$ cat src/logic/rsc_consts.vh
// constants for the reset strap configuration block
`ifndef RSC_CONSTS_VH
`define RSC_CONSTS_VH
// register addresses
`define RSC_POS_ID_LO 12'h100
`define RSC_POS_ID_HI 12'h101
`define RSC_POS_CARD_EN 12'h102
`define RSC_EC2_ADDR 12'h800
`define RSC_EC3_ADDR 12'h802
`define RSC_SUBSYS_ADDR 12'h804
`define RSC_DISP_ADDR 12'h806
`define RSC_SUBCTL_ADDR 12'h808
`define RSC_MEMCTL_ADDR 12'h80a
// field positions in extended_config_two
`define RSC_EC2_DAC 13
`define RSC_EC2_VRAM1M 10
`define RSC_EC2_BANK_HI 9
`define RSC_EC2_BANK_LO 8
`define RSC_EC2_PLANE 7
`define RSC_EC2_ROMPG 6
`define RSC_EC2_ROMSZ 5
`define RSC_EC2_BASE_HI 4
`define RSC_EC2_BASE_LO 3
// field positions elsewhere
`define RSC_EC3_MID_HI 15
`define RSC_EC3_MID_LO 13
`define RSC_SUB_PLANE 7
`define RSC_SUB_MID_HI 6
`define RSC_SUB_MID_LO 4
`define RSC_DISP_SENSE 0
`define RSC_CARD_EN_BIT 0
`define RSC_SUBCTL_SRST_HI 15
`define RSC_SUBCTL_SRST_LO 14
// bank count encodings
`define RSC_BANKS_1 2'h0
`define RSC_BANKS_2 2'h1
`define RSC_BANKS_4 2'h2
// rom window bases, address bits 19:13
`define RSC_BASE_D8000 7'h6c
`define RSC_BASE_C0000 7'h60
`define RSC_BASE_C8000 7'h64
`define RSC_BASE_C6000 7'h63
// reset values of non-strap registers
`define RSC_EC3_RST 16'h0000
`define RSC_MEMCTL_RST 16'h0000
`define RSC_CARD_EN_RST 1'h0
`endif

$ cat src/logic/rsc_reset_strap_config.v
// reset strap capture, configuration registers and bus lane decode
// Function
// - capture all strap pins on the third clock after hardware reset is released
// - tristate all outputs during hardware reset except reset output
// - straps pulled up read 1; board drives low during reset for 0
// - counters held cleared while hardware reset is asserted
// - soft reset resets registers and reloads latched straps, but no tristate, counters or strap recapture
// - setup read of ids 100h/101h asserts rom select, id buffer, page ones
// - card enable at 102h bit 0, read/write, only while setup low
// - option registers byte access only, absent in isa mode
// - a0 and byte-high-enable decode to lanes as tabled
// - grounded setup selects isa; variant strap low selects unlatched isa
// - vram bit 8 strap picks 1mb or 256kb, held in ec2 bit 10
// - high column strobes strap bank count, held in ec2 bits 9:8
// - interleave fields per vram type; low horizontal bit picks nugget (no interleave or nugget logic here)
// - dac width pin latched at reset, driven back, held in ec2 bit 13
// - sense in display status bit 0, monitor ids in status 6:4
// - with rom paging, ids latched into ec3 15:13; paging in ec2 6
// - nibble strap low enables five extra memory signals
// - only pixel bits 7..3 are options; 2..0 reserved or write enables
// - pixel bit 7 gives plane count, in status bit 7 and ec2 bit 7
// - pixel bit 5 high selects 8k rom window, low 32k
// - rom select low at reset disables the rom window
// - pixel bits 4:3 select rom base per table
`timescale 1ns/1ps
`include "rsc_consts.vh"
module rsc_reset_strap_config (
	// clock and reset
	input wire clk_i,
	input wire rstn_i,
	// strap and sense pins
	input wire dac_width_sel_i,
	input wire rom_select_n_i,
	input wire vram_addr_bit8_i,
	input wire [1:0] bank_col_strobe_hi_n_i,
	input wire bus_variant_strap_i,
	input wire nibble_strap_n_i,
	input wire [7:0] pixel_bus_plane_byte_i,
	input wire setup_n_i,
	input wire monitor_sense_i,
	input wire [2:0] monitor_id_pins_i,
	// host register access
	input wire [11:0] addr_i,
	input wire byte_high_en_n_i,
	input wire rd_i,
	input wire wr_i,
	input wire [15:0] wdata_i,
	output reg [15:0] rdata_o,
	output wire lane_lo_o,
	output wire lane_hi_o,
	output wire swap_odd_o,
	// pins driven out
	output wire reset_out_n_o,
	output wire dac_width_sel_o,
	output wire dac_width_sel_oe_o,
	output wire rom_select_n_o,
	output wire id_buffer_enable_n_o,
	output wire [2:0] rom_page_sel_o,
	output wire pins_oe_o,
	// decoded configuration
	output wire isa_mode_o,
	output wire unlatched_isa_mode_o,
	output wire nibble_mode_o,
	output wire rom_window_en_o,
	output wire rom_window_size_o,
	output wire [6:0] rom_window_base_o,
	output wire [1:0] bank_count_o,
	output wire vram_1mb_o,
	output wire card_enable_o,
	output wire soft_reset_o,
	output wire [7:0] cycle_count_o
);

	// ----------------------------------------------------------------
	// reset path and strap capture
	// ----------------------------------------------------------------
	// straps are taken on the third clock after release, once the pin
	// values have crossed both synchroniser flops; the board keeps its
	// strap drivers on until then, so the capture never sees a pin that
	// is still settling or already reused for its run-time function.
	reg [1:0] rst_sync;
	reg [17:0] pin_s1;
	reg [17:0] pin_s2;
	reg strap_done;
	reg [15:0] strap_ec2;
	reg rom_absent;
	reg isa_strap;
	reg unlatched_isa_mode_strap;
	reg nibble_strap;
	reg [2:0] mid_strap;
	reg [7:0] cnt;
	wire [17:0] pin_raw;

	assign pin_raw = {monitor_id_pins_i, setup_n_i, nibble_strap_n_i,
		bus_variant_strap_i, pixel_bus_plane_byte_i[7:3],
		bank_col_strobe_hi_n_i, vram_addr_bit8_i, rom_select_n_i,
		dac_width_sel_i, monitor_sense_i, 1'b0};

	always @(posedge clk_i or negedge rstn_i) begin
		if (!rstn_i) begin
			pin_s1 <= 18'h00000;
			pin_s2 <= 18'h00000;
		end else begin
			pin_s1 <= pin_raw;
			pin_s2 <= pin_s1;
		end
	end

	wire [2:0] s_mid = pin_s2[17:15];
	wire s_setup_n = pin_s2[14];
	wire s_nibble_n = pin_s2[13];
	wire s_variant = pin_s2[12];
	wire [4:0] s_pix = pin_s2[11:7];
	wire [1:0] s_cas = pin_s2[6:5];
	wire s_ma8 = pin_s2[4];
	wire s_rom_select_n_n = pin_s2[3];
	wire s_dac = pin_s2[2];
	wire s_sense = pin_s2[1];

	// strap pins are settled two clocks after release
	always @(posedge clk_i or negedge rstn_i) begin
		if (!rstn_i) begin
			rst_sync <= 2'h0;
		end else begin
			rst_sync <= {rst_sync[0], 1'b1};
		end
	end

	// bank code from the two high column strobes
	reg [1:0] bank_code;
	always @* begin
		case (s_cas)
			2'b00: bank_code = `RSC_BANKS_1;
			// only the high strobe pulled low marks two banks
			2'b01: bank_code = `RSC_BANKS_2;
			default: bank_code = `RSC_BANKS_4;
		endcase
	end

	// strap word as it lands in extended_config_two; the paging bit and
	// the reserved fields stay 0 because no strap feeds them
	reg [15:0] cap_ec2;
	always @* begin
		cap_ec2 = 16'h0000;
		cap_ec2[`RSC_EC2_DAC] = s_dac;
		cap_ec2[`RSC_EC2_VRAM1M] = s_ma8;
		cap_ec2[`RSC_EC2_BANK_HI:`RSC_EC2_BANK_LO] = bank_code;
		cap_ec2[`RSC_EC2_PLANE] = s_pix[4];
		cap_ec2[`RSC_EC2_ROMSZ] = s_pix[2];
		cap_ec2[`RSC_EC2_BASE_HI:`RSC_EC2_BASE_LO] = s_pix[1:0];
	end

	always @(posedge clk_i or negedge rstn_i) begin
		if (!rstn_i) begin
			strap_done <= 1'b0;
			strap_ec2 <= 16'h0000;
			rom_absent <= 1'b0;
			isa_strap <= 1'b0;
			unlatched_isa_mode_strap <= 1'b0;
			nibble_strap <= 1'b0;
			mid_strap <= 3'h0;
		end else if (rst_sync[1] && !strap_done) begin
			strap_done <= 1'b1;
			strap_ec2 <= cap_ec2;
			rom_absent <= ~s_rom_select_n_n;
			isa_strap <= ~s_setup_n;
			unlatched_isa_mode_strap <= ~s_variant;
			nibble_strap <= ~s_nibble_n;
			mid_strap <= s_mid;
		end
	end

	// pins float until straps are taken
	assign pins_oe_o = strap_done;
	assign reset_out_n_o = strap_done;

	// counters cleared only by hardware reset
	always @(posedge clk_i or negedge rstn_i) begin
		if (!rstn_i) begin
			cnt <= 8'h00;
		end else if (strap_done) begin
			cnt <= cnt + 8'h01;
		end
	end
	assign cycle_count_o = cnt;

	// ----------------------------------------------------------------
	// bus decode
	// ----------------------------------------------------------------
	wire a0 = addr_i[0];
	assign lane_lo_o = ~a0 | byte_high_en_n_i;
	assign lane_hi_o = byte_high_en_n_i ? 1'b0 : 1'b1;
	assign swap_odd_o = a0 & byte_high_en_n_i;
	wire byte_acc = a0 | byte_high_en_n_i;
	// the low byte always rides on the low lane; the high byte comes from
	// the high lane except for an odd byte swapped onto the low lane
	wire [7:0] wbyte_lo = wdata_i[7:0];
	wire [7:0] wbyte_hi = swap_odd_o ? wdata_i[7:0] : wdata_i[15:8];

	wire setup_act = ~s_setup_n & ~isa_strap;
	// option registers only as bytes and never in isa mode
	wire pos_ok = byte_acc & ~isa_strap & ~unlatched_isa_mode_strap & setup_act;
	wire id_rd = rd_i & pos_ok & ((addr_i == `RSC_POS_ID_LO) |
		(addr_i == `RSC_POS_ID_HI));

	// ----------------------------------------------------------------
	// registers
	// ----------------------------------------------------------------
	reg [15:0] ec2;
	reg [15:0] ec3;
	reg [15:0] memctl;
	reg [1:0] srst_field;
	reg card_en;
	wire soft_rst = |srst_field;

	wire sel_ec2 = {addr_i[11:1], 1'b0} == `RSC_EC2_ADDR;
	wire sel_ec3 = {addr_i[11:1], 1'b0} == `RSC_EC3_ADDR;
	wire sel_sub = {addr_i[11:1], 1'b0} == `RSC_SUBSYS_ADDR;
	wire sel_disp = {addr_i[11:1], 1'b0} == `RSC_DISP_ADDR;
	wire sel_ctl = {addr_i[11:1], 1'b0} == `RSC_SUBCTL_ADDR;
	wire sel_mem = {addr_i[11:1], 1'b0} == `RSC_MEMCTL_ADDR;
	wire we_lo = wr_i & (~a0);
	wire we_hi = wr_i & (a0 | ~byte_high_en_n_i);

	always @(posedge clk_i or negedge rstn_i) begin
		if (!rstn_i) begin
			srst_field <= 2'h0;
		end else if (wr_i && sel_ctl && we_hi) begin
			srst_field <= wbyte_hi[7:6];
		end
	end

	// soft reset reloads latched straps, no pin or counter effect
	always @(posedge clk_i or negedge rstn_i) begin
		if (!rstn_i) begin
			ec2 <= 16'h0000;
			ec3 <= `RSC_EC3_RST;
			memctl <= `RSC_MEMCTL_RST;
			card_en <= `RSC_CARD_EN_RST;
		end else if (soft_rst || (rst_sync[1] && !strap_done)) begin
			// on the capture clock the fresh strap word goes straight in
			ec2 <= strap_done ? strap_ec2 : cap_ec2;
			ec3 <= `RSC_EC3_RST;
			memctl <= `RSC_MEMCTL_RST;
			card_en <= `RSC_CARD_EN_RST;
		end else if (strap_done) begin
			if (!ec2[`RSC_EC2_ROMPG] || ec3 == `RSC_EC3_RST)
				ec3[`RSC_EC3_MID_HI:`RSC_EC3_MID_LO] <= mid_strap;
			if (sel_ec2 && we_lo) ec2[7:0] <= wbyte_lo;
			if (sel_ec2 && we_hi) ec2[15:8] <= wbyte_hi;
			if (sel_ec3 && we_lo) ec3[7:0] <= wbyte_lo;
			if (sel_ec3 && we_hi) ec3[15:8] <= wbyte_hi;
			if (sel_mem && we_lo) memctl[7:0] <= wbyte_lo;
			if (sel_mem && we_hi) memctl[15:8] <= wbyte_hi;
			if (wr_i && pos_ok && addr_i == `RSC_POS_CARD_EN)
				card_en <= wbyte_lo[`RSC_CARD_EN_BIT];
		end
	end

	// ----------------------------------------------------------------
	// read mux
	// ----------------------------------------------------------------
	reg [15:0] rd_word;
	always @* begin
		rd_word = 16'h0000;
		if (sel_ec2)
			rd_word = ec2;
		else if (sel_ec3)
			rd_word = ec3;
		else if (sel_sub)
			rd_word = {8'h00, ec2[`RSC_EC2_PLANE],
				ec2[`RSC_EC2_ROMPG] ? ec3[15:13] : s_mid, 4'h0};
		else if (sel_disp)
			rd_word = {15'h0000, s_sense};
		else if (sel_mem)
			rd_word = memctl;
		else if (pos_ok && addr_i == `RSC_POS_CARD_EN)
			rd_word = {15'h0000, card_en};
	end

	always @(posedge clk_i or negedge rstn_i) begin
		if (!rstn_i) begin
			rdata_o <= 16'h0000;
		end else if (rd_i) begin
			// odd byte moved to low lane when swapping
			rdata_o <= swap_odd_o ? {8'h00, rd_word[15:8]} : rd_word;
		end
	end

	// ----------------------------------------------------------------
	// decoded outputs
	// ----------------------------------------------------------------
	// id read forces rom select and page ones
	assign rom_select_n_o = ~id_rd;
	assign id_buffer_enable_n_o = ~id_rd;
	assign rom_page_sel_o = id_rd ? 3'h7 : 3'h0;
	// dac width driven back after reset
	assign dac_width_sel_o = ec2[`RSC_EC2_DAC];
	assign dac_width_sel_oe_o = strap_done;
	assign isa_mode_o = isa_strap;
	assign unlatched_isa_mode_o = unlatched_isa_mode_strap;
	assign nibble_mode_o = nibble_strap;
	assign rom_window_en_o = ~rom_absent & strap_done;
	assign rom_window_size_o = ec2[`RSC_EC2_ROMSZ];
	reg [6:0] base;
	always @* begin
		case (ec2[`RSC_EC2_BASE_HI:`RSC_EC2_BASE_LO])
			2'b01: base = `RSC_BASE_D8000;
			2'b10: base = `RSC_BASE_C0000;
			2'b11: base = (ec2[`RSC_EC2_ROMSZ] && !isa_strap &&
				!unlatched_isa_mode_strap) ? `RSC_BASE_C6000 : `RSC_BASE_C8000;
			default: base = `RSC_BASE_C8000;
		endcase
	end
	assign rom_window_base_o = base;
	assign bank_count_o = ec2[`RSC_EC2_BANK_HI:`RSC_EC2_BANK_LO];
	assign vram_1mb_o = ec2[`RSC_EC2_VRAM1M];
	assign card_enable_o = card_en;
	assign soft_reset_o = soft_rst;

endmodule // rsc_reset_strap_config

$ cat config.mk
export PLATFORM = sky130hd
export DESIGN_NAME = rsc_reset_strap_config
export DESIGN_NICKNAME = d
export VERILOG_FILES = /design/src/logic/rsc_reset_strap_config.v
export VERILOG_INCLUDE_DIRS = /design/src /design/src/logic
export SDC_FILE = /design/constraint.sdc
export NUM_CORES = 1
export LEC_CHECK = 0
export BUFFER_PORTS_ARGS = -buffer_cell sky130_fd_sc_hd__buf_2
export CAP_MARGIN = 20
export CORE_MARGIN = 5
export CORE_UTILIZATION = 38
export CTS_CLUSTER_SIZE = 10
export DETAILED_ROUTE_END_ITERATION = 12
export PLACE_DENSITY = 0.64
export SLEW_MARGIN = 30
export SYNTH_ARGS = -nofsm -noshare
export SYNTH_HDL_FRONTEND = slang
export SYNTH_SLANG_ARGS = --single-unit
$ cat constraint.sdc
create_clock -name clk_i -period 1.7 [get_ports clk_i]
set_input_delay 0.085 -clock clk_i [delete_from_list [all_inputs] [get_ports clk_i]]
set_output_delay 0.085 -clock clk_i [all_outputs]
set_load 0.01 [all_outputs]
After elaboration in Yosys (flattened, before gate mapping)
Index checks and enable logic that the tools add are counted.
{ "word_totals": {"ff_bits": 127, "elab_cells": 130} }
{ "op_classes": {"add_sub_neg": 1, "n_eq_ne": 13, "n_mux": 31, "bitwise": 24, "n_reduce_logical": 40} }
{ "op_table": {"columns": ["op", "count"], "rows": [
  ["$mux 16", 12],
  ["$eq 11x11->1 const B", 6],
  ["$mux 8", 7],
  ["$eq 12x9->1 const B", 3],
  ["$logic_not 16->1", 1],
  ["$reduce_and 2->1", 8],
  ["$reduce_bool 2->1", 8],
  ["$logic_and 1x1->1", 14],
  ["$mux 14", 1],
  ["$mux 3", 4],
  ["$pmux 4 s3", 1],
  ["$and 1x1->1", 10],
  ["$not 1->1", 10],
  ["$add 8x1->8 const B", 1],
  ["$mux 1", 5],
  ["$eq 2x1->1 const B", 2],
  ["$eq 2x2->1 const B", 2],
  ["$logic_not 1->1", 4],
  ["$or 1x1->1", 4],
  ["$pmux 2 s2", 1],
  ["$reduce_bool 3->1", 1],
  ["$logic_not 2->1", 1],
  ["$logic_or 1x1->1", 2],
  ["$reduce_or 2->1", 1]
]} }

Logic depth before layout (Yosys ltp)
Gate-level depths: netlist of run 1.
{ "depth": {"ltp_word": 12, "ltp_mapped": 8, "depth_no_buf": 6} }

Worst setup path after synthesis of run 1
Ideal clock, no wire load.
{ "synth_timing": {"path_type": "input-to-reg", "from": "in addr_i[6]", "to": "reg memctl[10]", "setup_time_ns": 0.128, "arrival_time_ns": 2.008, "required_time_ns": 1.572, "slack_ns": -0.436, "path_stages": 7, "path_buffers": 2, "cell_sequence": "or4_4 or3_1 buf_2 or3_1 buf_6 nand2_4 mux2_1"} }
{ "synth_between": {"elab_chain_cells": 4} }
{ "synth_lines": {"columns": ["item", "line_no", "rtl"], "rows": [
  ["from (decl)", "rsc_reset_strap_config.v:43", "input wire [11:0] addr_i,"],
  ["$eq 11x11->1 (no line)", null, null],
  ["$logic_and 1x1->1", "rsc_reset_strap_config.v:254", "if (sel_mem && we_hi) memctl[15:8] <= wbyte_hi;"],
  ["$reduce_bool 2->1 (no line)", null, null],
  ["$reduce_and 2->1 (no line)", null, null],
  ["to (signal assigned)", "rsc_reset_strap_config.v:238", "memctl <= `RSC_MEMCTL_RST;"],
  ["to (signal assigned)", "rsc_reset_strap_config.v:244", "memctl <= `RSC_MEMCTL_RST;"],
  ["to (signal assigned)", "rsc_reset_strap_config.v:254", null],
  ["to (decl)", "rsc_reset_strap_config.v:211", "reg [15:0] memctl;"]
]} }
No other way between the ends.
A chain may end at the register's enable or synchronous reset.

Final worst setup path of run 1
{ "layout_timing": {"from": "reg isa_strap, in the netlist isa_mode_o", "to": "out rom_page_sel_o[0]"} }
{ "layout_between": {"elab_chain_cells": 7, "elab_cells_between_ends": 8, "classes_between": "mux (1); bitwise (7)"} }
{ "layout_lines": {"columns": ["item", "line_no", "rtl"], "rows": [
  ["from (decl)", "rsc_reset_strap_config.v:87", "reg isa_strap;"],
  ["from (signal assigned)", "rsc_reset_strap_config.v:166", "isa_strap <= ~s_setup_n;"],
  ["$not 1->1 *", "rsc_reset_strap_config.v:200, rsc_reset_strap_config.v:202", null],
  ["$and 1x1->1 (2 in series)", "rsc_reset_strap_config.v:202", "wire pos_ok = byte_acc & ~isa_strap & ~unlatched_isa_mode_strap & setup_act;"],
  ["$and 1x1->1 *", "rsc_reset_strap_config.v:202", null],
  ["$and 1x1->1 * (2 in series)", "rsc_reset_strap_config.v:203", "wire id_rd = rd_i & pos_ok & ((addr_i == `RSC_POS_ID_LO) |"],
  ["$mux 3 *", "rsc_reset_strap_config.v:296", "assign rom_page_sel_o = id_rd ? 3'h7 : 3'h0;"],
  ["to (decl)", "rsc_reset_strap_config.v:58", "output wire [2:0] rom_page_sel_o,"]
]} }
Every way passes the cells marked *; elsewhere a longest branch is shown, timed or not.

==> results of run 1 <==
## kinds of logic after synthesis
logic type,share of synthesized area [%]
compound gates,13.4
xor+xnor,1.07
fa+ha+maj,0.219
buf+inv,4.75
flops,54.8
mux,9.03
other cells,0.132
simple gates,16.7
## metal layers
layer  vias to the layer above  share of wire (%)  routed length (µm)  track usage (%)
li1                       2306                  -                   -                -
met1                      2447                 46                7890             27.1
met2                       185                 47                8080             32.0
met3                        25                5.8                1010             4.75
met4                         0                1.8                 304             6.64
met5                         -                  0                   0                0
## state kept, by name, summed over array words and instances, names as in the netlist
register	count
dac_width_sel_oe_o	1
mid_strap	3
nibble_mode_o	1
pin_s2	16
pin_s1	16
memctl	16
unlatched_isa_mode_o	1
rdata_o	16
strap_ec2	8
card_enable_o	1
isa_mode_o	1
ec3	16
rom_absent	1
srst_field	2
ec2	16
cycle_count_o	8
rst_sync	2
## cell type report
class	instances	area, µm²	share of cell area, %
repair buffers	197	1350	17.5
clock buffers	17	425	5.50
clock inverters	15	140	1.81
multi-input cells	372	2380	30.8
well taps	184	230	2.98
flip-flops and latches	125	3130	40.5
inverters	20	75.1	0.971
## worst max-delay path: cells and delay by family, from the launching register on
kind	cells	cell delay, ns
buffers and inverters	2	0.20
flip-flops	1	0.39
AO/OA/AOI/OAI	1	0.29
AND/OR/NAND/NOR	2	0.36
## cell usage after synthesis, types with 7 or more instances
| library cell | instances | area [µm²] |
|---|---|---|
| dfrtp_1 | 125 | 3130 |
| nand2_1 | 79 | 297 |
| o21ai_0 | 47 | 235 |
| nor2_1 | 30 | 113 |
| mux2i_1 | 29 | 290 |
| a21oi_1 | 21 | 105 |
| clkbuf_1 | 21 | 78.8 |
| inv_1 | 20 | 75.1 |
| mux2_2 | 17 | 191 |
| nand2b_1 | 13 | 81.3 |
| nand3_1 | 13 | 65.1 |
| buf_4 | 12 | 90.1 |
| nor2b_1 | 10 | 62.6 |
| a22oi_1 | 8 | 60.1 |
| nor4_1 | 7 | 43.8 |
## repair_timing
| item | 4_1_cts | 5_1_grt |
|---|---|---|
| gates resized for setup | 4 | 12 |
| setup endpoints to repair | 6 | 28 |
| hold endpoints to repair | 61 | 0 |
| buffers inserted | 0 | 2 |
| hold buffers | 25 | 0 |
## final timing paths
path,from,to,slack [ns],cells past startpoint
min reg2reg,pin_s1[4],pin_s2[4],0.35,0
max in group asynchronous,rstn_i,memctl[0],0.91,3
max reg2reg,dac_width_sel_oe_o,ec2[3],0.07,5
min in group asynchronous,rstn_i,rdata_o[8],0.19,2
min,rd_i,rdata_o[8],0.09,3
max,isa_mode_o,rom_page_sel_o[0],-0.05,5
## power by group through the flow
stage / sequential, mW / combinational, mW / clock (mW)
after global routing: 3.56 / 1.27 / 3.62
after detailed placement: 3.57 / 1.10 / 0
after floorplan: 3.53 / 0.568 / 0
after CTS: 3.52 / 1.15 / 3.49
after global placement: 3.56 / 1.07 / 0
final: 3.53 / 1.15 / 3.42
==> out/results.ini, run 1 <==
[timing]
postLayoutSetupSlackWorst_ns=-0.0504
slew_viol_final=0
fmaxAchievable_mhz=571
setup_violations=5
tightest_slew_ns=0.512
finalClockSkew_ns=0.00527
grt_setup_unrepaired=true
whs_ns=0.0873
relSlewSlack_pct=65.6
hold_viol=0
fin_crit_sh_pct=103
setup_tns_ns=-0.184
fin_crit_ns=1.75

[layout]
mostFrequentLayoutCells=124 x dfrtp_1, 97 x buf_2, 78 x nand2_1, 70 x buf_4, 45 x o21ai_0
area_growth_pct=35.4
layout-drive-gt1-share_pct=33.5
antenna_cells=0
fillers=1331
stdcell_area_um2=7730
final_common_cell=dfrtp_1
fin_cells=930
post-route-util_pct=52.8
num-nets-final=787

[place]
hpwl_mm=13.3
dp.cells=871
io_buffer_count=98
pre_cts_ws_ns=-0.410
dpl_cell_area_um2=6850
gp_congestion=0.922

[power]
swShare_pct=27.9
switching_power_mw=2.26
leakagePower_nw=3.74
seq_power_share_pct=43.6
powerDensity_nw_per_um2=1050
ir_drop_v=0.000805
internal_power_mw=5.83
pwr-share-comb_pct=14.2
p_clk_share_pct=42.2
total_power_mw=8.10

[global_route]
antenna_found_initial=0
grt_start_max_net_pins=43
grt_pass1_wl_mm=27.5
track_usage_pct=20.1
grt_pass1_vias=5015
grt_overflow=0

[critical_path]
cp_slowest_cell=dfrtp_1
critPathArrivalTime_ns=1.67
crit_chain=nor4_2 -> o2111a_1 -> nand3_2 -> inv_2 -> buf_2
critPathMaxFanout=3
cp.required_ns=1.62
crit_type=reg2out
slowest_delay_ns=0.39
end_kind=output port
crit_path_start_kind=register

[synth]
synth_edf_count=0
ys.flop_type=dfrtp_1
synth_cell_types=59
ys_seq_area_share_pct=54.8
syn_inst=553
ys_seq_elements=125
netlist_area_um2=5710
ys_warn_count=0
syn_area_per_cell_um2=10.3
async_reset_ff_share_pct=100

[die]
start_util_pct=39.0
core_um2=14600
die_w_um=133
ios=106
dieArea_um2=17600
num_rows=44
die_h_um=133

[cts]
clk_pin_slew_ns=0.06
root_buffer=clkbuf_16
cts_tree=done
clock_path_buffers=2
cts_buffers=17
clock-sinks=125
htreeDepth=4
clk_latency_ns=0.42

[route]
ant_nets=0
dr.first_iter.drc_count=307
drc_errors=0
routed_via_density=5.34
post_drt_wl_per_cell_um=18.6
vias=4963
dr.pass1.iters=6
routed_wl_mm=17.3

[min_path]
hold_path_class=in2reg

[status]
outcome=finished with violations
violations=setup timing

[flow_run]
max_cap_viol_count=0

Note: power is estimated with default switching activity, not from simulation.
==> run 2, diff against run 1 <==
--- a/config.mk
+++ b/config.mk
@@ -9,10 +9,10 @@
 export BUFFER_PORTS_ARGS = -buffer_cell sky130_fd_sc_hd__buf_2
 export CAP_MARGIN = 20
 export CORE_MARGIN = 5
-export CORE_UTILIZATION = 38
+export CORE_UTILIZATION = 50
 export CTS_CLUSTER_SIZE = 10
 export DETAILED_ROUTE_END_ITERATION = 12
-export PLACE_DENSITY = 0.64
+export PLACE_DENSITY = 0.8
 export SLEW_MARGIN = 30
 export SYNTH_ARGS = -nofsm -noshare
 export SYNTH_HDL_FRONTEND = slang
==> run 2 against run 1 <==
Effect of this change:
- the run still ends with setup timing left
- flip-flop and latch count unchanged
- clock skew grew 0.015 ns
- cell area shrank 0.94%
- cell count is 5.5% lower
- largest cell class unchanged
==> out/results.ini, run 2 (same netlist as run 1, synthesis figures left out) <==
[status]
outcome=finished with violations
violations=setup timing

[place]
io_buffer_count=98
dpl_cell_area_um2=6710
hpwl_mm=12.1
gp_congestion=0.982

[critical_path]
rrSetupSlack_ns=0.05
crit_path_start_kind=register
critPathArrivalTime_ns=1.68
r2r_cells=6
critPathMaxFanout=3
r2r_end=ec3[8]
crit_type=reg2out
rr_startpoint=dac_width_sel_oe_o
cp.required_ns=1.62
end_kind=output port

[layout]
stdcell_area_um2=7660
antenna_cells=0
num-nets-final=777
layout-drive-gt1-share_pct=32.1
final_common_cell=dfrtp_1
area_growth_pct=34.1
mostFrequentLayoutCells=124 x dfrtp_1, 97 x buf_2, 78 x nand2_1, 62 x buf_4, 46 x o21ai_0

[global_route]
grt_pass1_vias=5040
track_usage_pct=25.5
grt_overflow=0
grt_start_max_net_pins=35
antenna_found_initial=0
grt_pass1_wl_mm=26.2

[power]
seq_power_share_pct=41.7
leakagePower_nw=3.73
internal_power_mw=6.31
swShare_pct=25.3
pwr-share-comb_pct=13.4
ir_drop_v=0.000877
powerDensity_nw_per_um2=1100
switching_power_mw=2.14
p_clk_share_pct=44.9
total_power_mw=8.45

[min_path]
hold_path_class=in2reg
hp-start=rd_i
whs_endpoint=rdata_o[8]
hold_depth=3

[cts]
root_buffer=clkbuf_16
clock-sinks=125
cts_buffers=17
clock_path_buffers=2
clk_pin_slew_ns=0.06
htreeDepth=4
clk_latency_ns=0.42
cts_tree=done

[route]
drc_errors=0
routed_wl_mm=16.5
post_drt_wl_per_cell_um=18.8
vias=4935
dr.first_iter.drc_count=379
ant_nets=0
dr.pass1.iters=5
routed_via_density=5.61

[timing]
slew_viol_final=0
tightest_slew_ns=0.585
postLayoutSetupSlackWorst_ns=-0.0678
relSlewSlack_pct=60.0
setup_violations=5
fin_crit_sh_pct=104
fin_crit_ns=1.77
finalClockSkew_ns=0.0200
hold_viol=0
grt_setup_unrepaired=true
fmaxAchievable_mhz=566

[die]
core_um2=11300
num_rows=39
start_util_pct=50.4
die_h_um=117
ios=106
dieArea_um2=13700
die_w_um=117

[flow_run]
max_cap_viol_count=0

[run 2: cell types whose count changed in the layout (fill, tap and decap cells not counted), moves of 2 or more]
| cell | previous run | this run |
|---|---|---|
| bufinv_16 | 1 | 3 |
| clkbuf_1 | 0 | 2 |
| buf_4 | 70 | 62 |
| inv_6 | 4 | 1 |
| clkinv_4 | 4 | 1 |
| clkbuf_8 | 0 | 5 |
| clkinvlp_4 | 4 | 2 |
[run 2: layout make-up]
cell class / instances / area, µm²
fillers: 874 / 3660
flip-flops and latches: 125 / 3130
multi-input cells: 372 / 2390
repair buffers: 187 / 1260
clock buffers: 24 / 502
well taps: 143 / 179
clock inverters: 8 / 128
inverters: 20 / 75.1
[run 2: critical path, cell delays in order, from the launching register on]
cell      delay (ns)
dfrtp_1         0.41
nor4_4          0.25
o2111a_1        0.28
nand3_2         0.12
inv_2           0.09
buf_2           0.13
[run 2: through the flow]
step / hold slack, ns / TNS, ns / setup WS (ns) / instances / util [%]
3_5_place_dp: 0.0815 / -11.27 / -0.391 / 819 / 59.3
2_1_floorplan: -0.211 / -4.34 / -0.423 / 555 / -
5_1_grt: 0.120 / -0.706 / -0.162 / 879 / 67.7
3_3_place_gp: 0.0708 / -9.96 / -0.353 / 819 / 59.3
6_report: 0.0924 / -0.234 / -0.0678 / 879 / 67.7
4_1_cts: 0.0561 / -0.294 / -0.0781 / 878 / 67.3
[run 2: what timing repair did]
item	4_1_cts	5_1_grt
endpoints found under the hold margin	61	0
pin swaps	3	5
hold buffers	25	0
gates resized for setup	3	9
endpoints found under the setup margin	5	23
setup buffers	2	1
[run 2: worst max-delay path by stage]
stage / endpoint / cells past startpoint / start / slack, ns
after global placement: memctl[8] / 6 / addr_i[10] / -0.35
after global routing: rom_page_sel_o[2] / 5 / isa_mode_o / -0.16
after CTS: rom_page_sel_o[2] / 5 / isa_mode_o / -0.08
after floorplan: memctl[10] / 7 / addr_i[10] / -0.42
final: rom_page_sel_o[2] / 5 / isa_mode_o / -0.07
after detailed placement: memctl[9] / 6 / addr_i[10] / -0.39
[run 2: power groups by stage]
stage / registers, mW / logic [mW] / clock network, mW
4_1_cts: 3.51 / 1.13 / 3.86
2_1_floorplan: 3.53 / 0.568 / 0
6_report: 3.52 / 1.13 / 3.79
3_3_place_gp: 3.54 / 1.03 / 0
3_5_place_dp: 3.56 / 1.07 / 0
5_1_grt: 3.56 / 1.24 / 3.97
[run 2: layer usage]
| metal | vias to the layer above | share of wire, % | global-route usage (%) |
|---|---|---|---|
| met5 | - | 0 | 0 |
| met4 | 0 | 3.0 | 11.5 |
| met3 | 42 | 8.3 | 6.79 |
| met2 | 232 | 47 | 39.9 |
| met1 | 2383 | 42 | 33.5 |
| li1 | 2278 | - | - |
